File: src/ccr_cfg.svh
// Offsets, reset values and decode constants
`ifndef CCR_CFG_SVH
`define CCR_CFG_SVH

// ============================================================
// Register offsets
`define CCR_OFS_PRE_TERM       8'h03
`define CCR_OFS_VOLTAGE        8'h04
`define CCR_OFS_TERM_TIMER     8'h05
`define CCR_OFS_IR_THERMAL     8'h06

// ============================================================
// Register reset values
`define CCR_RST_PRE_TERM       8'h11
`define CCR_RST_VOLTAGE        8'h9a
`define CCR_RST_TERM_TIMER     8'h9a
`define CCR_RST_IR_THERMAL     8'h03
`define CCR_RDATA_UNMAPPED     8'h00

// ============================================================
// Current codes, in mA
`define CCR_CUR_OFFSET_MA      12'd128
`define CCR_CUR_STEP_MA        12'd128
`define CCR_IND_EARLY_MA       12'd800
`define CCR_RST_CUR_MA         12'd256

// ============================================================
// Voltage codes, in mV
`define CCR_VOLT_OFFSET_MV     13'd3504
`define CCR_VOLT_STEP_MV       13'd16
`define CCR_VOLT_MAX_CODE      6'h38
`define CCR_RECHG_LOW_MV       13'd100
`define CCR_RECHG_HIGH_MV      13'd300
`define CCR_RST_VOLT_MV        13'd4112
`define CCR_RST_RECHG_MV       13'd4012

// ============================================================
// Timers
`define CCR_WDOG_40_S          8'd40
`define CCR_WDOG_80_S          8'd80
`define CCR_WDOG_160_S         8'd160
`define CCR_TMR_5_H            5'd5
`define CCR_TMR_8_H            5'd8
`define CCR_TMR_12_H           5'd12
`define CCR_TMR_20_H           5'd20

// ============================================================
// IR compensation and thermal
`define CCR_IR_STEP_MOHM       7'd10
`define CCR_CLAMP_STEP_MV      7'd16
`define CCR_TEMP_OFFSET_C      7'd60
`define CCR_TEMP_STEP_C        7'd20
`define CCR_RST_TEMP_C         7'd120

`endif

File: src/ccr_pkg.sv
// Types shared by the charger configuration register bank
package ccr_pkg;
  typedef logic [7:0] ccr_byte_t;
  typedef logic [1:0] ccr_idx_t;
endpackage

File: src/ccr_config_regs.sv
// Charger configuration register bank with decoded field outputs
// Function
// - Precharge code: 128mA offset plus 128mA per LSB, reset 0001.
// - Termination code: 128mA offset plus 128mA per LSB, reset 0001.
// - Voltage code: 3504mV plus 16mV per step, max 111000, reset 100110.
// - Restart margin bit: 100mV below target clear, 300mV set, reset clear.
// - Termination enable bit allows termination when set, resets set.
// - Indicator threshold bit set: indicator at 800mA, else termination.
// - Watchdog field: 00 off, 01 40s, 10 80s, 11 160s, reset 01.
// - Safety timer runs when enabled; 5/8/12/20 hours, reset 8 hours.
// - Resistance 10 mohm per step, clamp 16mV per step, reset zero.
// - Die temperature limit 60/80/100/120 C, reset 120 C.
// - All bits including reserved read back as written, no side effect.
`timescale 1ns/1ps
`include "ccr_cfg.svh"

module ccr_config_regs (
  input  wire logic              clock_in,
  input  wire logic              rst_in,
  input  wire logic [7:0]        reg_addr_in,
  input  wire logic              reg_wr_in,
  input  wire ccr_pkg::ccr_byte_t reg_wdata_in,
  input  wire logic              reg_rd_in,
  output ccr_pkg::ccr_byte_t     reg_rdata_out,
  output logic                   reg_rvalid_out,
  output logic [3:0]             precharge_current_code_out,
  output logic [3:0]             end_of_charge_current_code_out,
  output logic [5:0]             target_battery_voltage_code_out,
  output logic                   low_battery_threshold_select_out,
  output logic                   restart_margin_select_out,
  output logic                   term_enable_out,
  output logic                   indicator_early_out,
  output logic [1:0]             watchdog_code_out,
  output logic                   safety_timer_run_out,
  output logic [1:0]             fast_phase_duration_code_out,
  output logic [2:0]             path_resistance_code_out,
  output logic [2:0]             compensation_ceiling_code_out,
  output logic [1:0]             die_temp_limit_code_out,
  output logic [11:0]            precharge_ma_out,
  output logic [11:0]            term_ma_out,
  output logic [11:0]            indicator_ma_out,
  output logic [12:0]            target_mv_out,
  output logic [12:0]            restart_mv_out,
  output logic                   watchdog_enable_out,
  output logic [7:0]             watchdog_s_out,
  output logic [4:0]             fast_phase_h_out,
  output logic [6:0]             path_mohm_out,
  output logic [6:0]             ceiling_mv_out,
  output logic [6:0]             die_temp_c_out
);
  import ccr_pkg::*;

  // ============================================================
  // Register array
  localparam ccr_byte_t REG_OFS [4] = '{`CCR_OFS_PRE_TERM,
    `CCR_OFS_VOLTAGE, `CCR_OFS_TERM_TIMER, `CCR_OFS_IR_THERMAL};
  localparam ccr_byte_t REG_RST [4] = '{`CCR_RST_PRE_TERM,
    `CCR_RST_VOLTAGE, `CCR_RST_TERM_TIMER, `CCR_RST_IR_THERMAL};

  ccr_byte_t regs_ff [4];
  logic      hit;
  ccr_idx_t  hit_idx;

  always_comb begin
    hit     = 1'b0;
    hit_idx = 2'd0;
    for (int k = 0; k < 4; k++) begin
      if (reg_addr_in == REG_OFS[k]) begin
        hit     = 1'b1;
        hit_idx = ccr_idx_t'(k);
      end
    end
  end

  // Reserved bits are stored like any other bit
  genvar gi;
  generate
    for (gi = 0; gi < 4; gi++) begin : g_reg
      always_ff @(posedge clock_in) begin
        if (rst_in) begin
          regs_ff[gi] <= REG_RST[gi];
        end else if (reg_wr_in && reg_addr_in == REG_OFS[gi]) begin
          regs_ff[gi] <= reg_wdata_in;
        end
      end
    end
  endgenerate

  // ============================================================
  // Read port
  ccr_byte_t nxt_rdata;
  logic      rvalid_ff;
  ccr_byte_t rdata_ff;

  // Read is pure: no field changes as a result of it
  assign nxt_rdata = hit ? regs_ff[hit_idx] : `CCR_RDATA_UNMAPPED;

  always_ff @(posedge clock_in) begin
    if (rst_in) begin
      rdata_ff  <= `CCR_RDATA_UNMAPPED;
      rvalid_ff <= 1'b0;
    end else begin
      rvalid_ff <= reg_rd_in;
      if (reg_rd_in) begin
        rdata_ff <= nxt_rdata;
      end
    end
  end

  assign reg_rdata_out  = rdata_ff;
  assign reg_rvalid_out = rvalid_ff;

  // ============================================================
  // Raw fields
  assign precharge_current_code_out       = regs_ff[0][7:4];
  assign end_of_charge_current_code_out   = regs_ff[0][3:0];
  assign target_battery_voltage_code_out  = regs_ff[1][7:2];
  assign low_battery_threshold_select_out = regs_ff[1][1];
  assign restart_margin_select_out        = regs_ff[1][0];
  assign term_enable_out                  = regs_ff[2][7];
  assign indicator_early_out              = regs_ff[2][6];
  assign watchdog_code_out                = regs_ff[2][5:4];
  assign safety_timer_run_out             = regs_ff[2][3];
  assign fast_phase_duration_code_out     = regs_ff[2][2:1];
  assign path_resistance_code_out         = regs_ff[3][7:5];
  assign compensation_ceiling_code_out    = regs_ff[3][4:2];
  assign die_temp_limit_code_out          = regs_ff[3][1:0];

  // ============================================================
  // Decoded values, one cycle behind the fields
  logic [5:0]  vcode_eff;
  logic [11:0] nxt_term_ma;
  logic [12:0] nxt_target_mv;
  logic [7:0]  nxt_wdog_s;
  logic [4:0]  nxt_hours;

  // Codes above the top step are stored but regulate at the top step
  assign vcode_eff = (regs_ff[1][7:2] > `CCR_VOLT_MAX_CODE) ?
                     `CCR_VOLT_MAX_CODE : regs_ff[1][7:2];
  assign nxt_term_ma = `CCR_CUR_OFFSET_MA +
                       12'(regs_ff[0][3:0]) * `CCR_CUR_STEP_MA;
  assign nxt_target_mv = `CCR_VOLT_OFFSET_MV +
                         13'(vcode_eff) * `CCR_VOLT_STEP_MV;

  always_comb begin
    case (regs_ff[2][5:4])
      2'h1:    nxt_wdog_s = `CCR_WDOG_40_S;
      2'h2:    nxt_wdog_s = `CCR_WDOG_80_S;
      2'h3:    nxt_wdog_s = `CCR_WDOG_160_S;
      default: nxt_wdog_s = 8'h00;
    endcase
    case (regs_ff[2][2:1])
      2'h0:    nxt_hours = `CCR_TMR_5_H;
      2'h1:    nxt_hours = `CCR_TMR_8_H;
      2'h2:    nxt_hours = `CCR_TMR_12_H;
      default: nxt_hours = `CCR_TMR_20_H;
    endcase
  end

  always_ff @(posedge clock_in) begin
    if (rst_in) begin
      precharge_ma_out    <= `CCR_RST_CUR_MA;
      term_ma_out         <= `CCR_RST_CUR_MA;
      indicator_ma_out    <= `CCR_RST_CUR_MA;
      target_mv_out       <= `CCR_RST_VOLT_MV;
      restart_mv_out      <= `CCR_RST_RECHG_MV;
      watchdog_enable_out <= 1'b1;
      watchdog_s_out      <= `CCR_WDOG_40_S;
      fast_phase_h_out    <= `CCR_TMR_8_H;
      path_mohm_out       <= 7'h00;
      ceiling_mv_out      <= 7'h00;
      die_temp_c_out      <= `CCR_RST_TEMP_C;
    end else begin
      precharge_ma_out <= `CCR_CUR_OFFSET_MA +
                          12'(regs_ff[0][7:4]) * `CCR_CUR_STEP_MA;
      term_ma_out      <= nxt_term_ma;
      indicator_ma_out <= regs_ff[2][6] ? `CCR_IND_EARLY_MA
                                        : nxt_term_ma;
      target_mv_out    <= nxt_target_mv;
      restart_mv_out   <= nxt_target_mv - (regs_ff[1][0] ?
                          `CCR_RECHG_HIGH_MV : `CCR_RECHG_LOW_MV);
      watchdog_enable_out <= (regs_ff[2][5:4] != 2'h0);
      watchdog_s_out   <= nxt_wdog_s;
      fast_phase_h_out <= nxt_hours;
      path_mohm_out    <= 7'(regs_ff[3][7:5]) * `CCR_IR_STEP_MOHM;
      ceiling_mv_out   <= 7'(regs_ff[3][4:2]) * `CCR_CLAMP_STEP_MV;
      die_temp_c_out   <= `CCR_TEMP_OFFSET_C +
                          7'(regs_ff[3][1:0]) * `CCR_TEMP_STEP_C;
    end
  end
endmodule // ccr_config_regs

File: config.mk
export PLATFORM = sky130hd
export DESIGN_NAME = ccr_config_regs
export DESIGN_NICKNAME = d
export VERILOG_FILES = /design/src/ccr_pkg.sv /design/src/ccr_config_regs.sv
export VERILOG_INCLUDE_DIRS = /design/src /design/src/src
export SDC_FILE = /design/constraint.sdc
export NUM_CORES = 1
export LEC_CHECK = 0
export ABC_CLOCK_PERIOD_IN_PS = 4200
export BUFFER_PORTS_ARGS = -buffer_cell sky130_fd_sc_hd__buf_2
export CAP_MARGIN = 30
export CORE_MARGIN = 1.5
export CORE_UTILIZATION = 53
export DETAILED_ROUTE_END_ITERATION = 16
export GPL_TIMING_DRIVEN = 0
export PLACE_DENSITY = 0.85
export SLEW_MARGIN = 15
export SYNTH_ARGS = -nofsm -noshare
export SYNTH_HDL_FRONTEND = slang
export SYNTH_SLANG_ARGS = --single-unit
File: constraint.sdc
create_clock -name clock_in -period 4.2 [get_ports clock_in]
set_clock_uncertainty 0.1 [all_clocks]
set_input_delay 0.21 -clock clock_in [delete_from_list [all_inputs] [get_ports clock_in]]
set_output_delay 0.21 -clock clock_in [all_outputs]
set_load 0.03 [all_outputs]
==> results_dict.tcl <==
set metrics [dict create \
    dieWidth_um 91.5 \
    fmax_ghz 0.335 \
    yosysSeqAreaShare 0.555 \
    max_cap_violations 0 \
    viasPerCell 4.80 \
    critical_path.slowest_cell "clkbuf_1" \
    fin_nets 577 \
    grt_pass1_vias 2933 \
    timing.rr.end "restart_mv_out[10]" \
    rsz0062_at_grt "false" \
    drive_above_1_share 0.354 \
    path_clk_slew_ns 0.09 \
    yosysMostFrequentCell "dfxtp_1" \
    routabilityCongestion 0.850 \
    cp_num_cells 6 \
    hold_depth 2 \
    period_needed_ns 2.98 \
    arrival_ns 2.87 \
    setup_viol 0 \
    root_buffer "clkbuf_8" \
    worstPathCellList "dlygate4sd3_1 -> buf_2 -> buf_1 -> clkbuf_1 -> clkbuf_1 -> o21bai_1" \
    synth_cells 378 \
    num_vias 3117 \
    port_buffers 117 \
    tns_ns 0 \
    wl_per_cell_um 14.5 \
    clk_latency_ns 0.37 \
    rr_worst_depth 10 \
    ctsResizeCount 0 \
    holdBufCountCts 1 \
    status "finished clean" \
    crit_buf_inv 5 \
    reg2reg_slack_ns 1.41 \
    drc 0 \
    tightest_slew_ns 0.803 \
    slew_headroom 0.463 \
    crit_start "rst_in" \
    cp_common_cell "clkbuf_1" \
    timing.rr.start "regs_ff[1][7]" \
    io_pins 157 \
    criticalPathCategory "in -> reg" \
    antennaDiodeCount 0 \
    ys_seq_elements 99 \
    hold_path.class "in -> reg" \
    worst-endpoint-required_ns 4.09 \
    yosysWarnings 0 \
    grt_use_total 0.228 \
    clock_path_buffers 2 \
    hold_start "reg_rd_in" \
    area_delta_synth_final_pct 24.7 \
    dieArea_sq_mm 0.00836 \
    grt.overflow.total 0 \
    synth.area.top_cells "dfxtp_1 (32%), edfxtp_1 (23%), buf_4 (7.8%), ha_1 (4.2%), and2_1 (3.2%)" \
    ys_types 45 \
    synth_area_leader_cell "dfxtp_1" \
    critPathMaxFanout 10 \
    finalCritPeriodShare 0.710 \
    cts_tree "built" \
    ant_nets 0 \
    critical-path-max-stage-delay_ns 0.54 \
    clock_sinks 99 \
    grt_max_degree 17 \
    synth_common_cells "dfxtp_1 (67), buf_4 (43), edfxtp_1 (32)" \
    post-route-util 0.676 \
    dp_hpwl_um 7200 \
    cts_buffers 9 \
    dr.pass1.iters 4 \
    postCtsSetupRepairBufs 0 \
    hold_viol 0 \
    power.leakage_nw 2.48 \
    initial_core_util 0.542 \
    h-tree-depth 3 \
    grt_pass1_wl_um 14400 \
    num_rows 32 \
    whs_endpoint "reg_rvalid_out" \
    yosysTopAreaCellShare 0.323 \
    irDropWorstVdd_mv 0.155 \
    antenna_found_initial 0 \
    die_y_um 91.5 \
    critPathTopFamily "buffers and inverters" \
    cp-end-kind "flop" \
    core_area_sq_mm 0.00765 \
    slew_viol_final 0 \
    drt_iter0_drc 159 \
    routed_wl_um 9430 \
    synth-main-ff-cell "dfxtp_1" \
    synth_edf_count 32 \
    synth.cell_area_sq_mm 0.00415 \
    async_reset_ff_frac 0 \
    p_per_area_mw_per_mm2 386 \
    start_kind "primary input" \
    syn_area_per_cell_sq_um 11.0 \
]
## kinds of logic (layout without fill, tap and decap cells)
group | count (synthesis) | in the layout | share of synthesized area
AND/OR/NAND/NOR | 131 | 131 | 0.180
flip-flops | 99 | 99 | 0.555
buffers and inverters | 71 | 205 | 0.104
AO/OA/AOI/OAI | 44 | 44 | 0.0766
adder cells (fa/ha/maj) | 14 | 14 | 0.0422
XOR/XNOR | 9 | 9 | 0.0190
multiplexers | 8 | 8 | 0.0211
other | 2 | 38 | 0.00181
## sequential cells by signal, indices dropped and copies added (netlist names), 5 cells and up
name,count
target_mv_out,9
die_temp_c_out,5
term_ma_out,5
path_mohm_out,6
reg_rdata_out,8
indicator_ma_out,6
restart_mv_out,10
precharge_ma_out,5
regs_ff,32
## power by group
part	internal (mW)	switching, mW
registers	1.04	0.0294
clock network	0.218	0.320
logic	0.123	0.264
total	1.38	0.613
## stage by stage
stage | area, sq um | std cells | setup WS [ns] | hold slack, ns | power, mW
2_1_floorplan | 4280 | 414 | 1.64 | 0.189 | 1.37
3_3_place_gp | 4990 | 633 | 1.41 | 0.327 | 1.47
3_5_place_dp | 4990 | 633 | 1.36 | 0.343 | 1.48
4_1_cts | 5170 | 650 | 1.21 | 0.00815 | 2.00
5_1_grt | 5170 | 650 | 0.995 | 0.0121 | 2.07
6_report | 5170 | 650 | 1.22 | 0.0108 | 1.99
## worst reg2reg max path, delay by kind of cell, from the launching register on
kind            cells  cell delay [ns]
fa+ha+maj           2             0.58
xor+xnor            1             0.20
flops               1             0.36
compound gates      4             0.82
buf+inv             1             0.31
simple gates        2             0.36
## final cells by class
type / instances / area [sq um]
timing repair buffer: 118 / 596
fill: 577 / 2470
sequential: 99 / 2300
buffer: 58 / 383
clock buffer: 11 / 131
tap: 102 / 128
clock inverter: 5 / 36.3
multi-input combinational: 244 / 1550
inverter: 13 / 48.8
## placed cells by master, fill, tap and decap left out, types with 2 or more instances in the layout
cell      instances
buf_4            43
xor2_1            4
nor3b_1           2
nor3_1            4
mux2_2            6
clkbuf_1         13
a211oi_1          2
a31oi_1           2
o21a_1            2
a221o_1           7
a211o_1           3
o21bai_1          2
xnor2_1           5
nand3_1           4
edfxtp_1         32
a21o_1            3
clkbuf_8          9
o21ai_0           6
conb_1           38
ha_1             14
a21oi_1          10
dfxtp_1          67
nand2_1          24
and4b_1           2
and2_1           21
mux2i_1           2
or2_2             5
nor2_1           22
nor2b_1          16
buf_2           120
nand2b_1         19
nor3_4            2
inv_1            13
or3_1             6
## worst max path at each step
stage / to
2_1_floorplan: restart_mv_out[9]
3_3_place_gp: regs_ff[2][4]
3_5_place_dp: regs_ff[1][3]
4_1_cts: regs_ff[1][3]
5_1_grt: regs_ff[1][6]
6_report: regs_ff[1][6]
## per-layer routing
| layer | vias up | routed length, um | global-route usage |
|---|---|---|---|
| li1 | 1515 | - | - |
| met1 | 1423 | 3630 | 0.264 |
| met2 | 158 | 4720 | 0.400 |
| met3 | 21 | 841 | 0.0444 |
| met4 | 0 | 249 | 0.113 |
| met5 | - | 0 | 0 |
No activity file was read; power rests on OpenSTA's default activity.
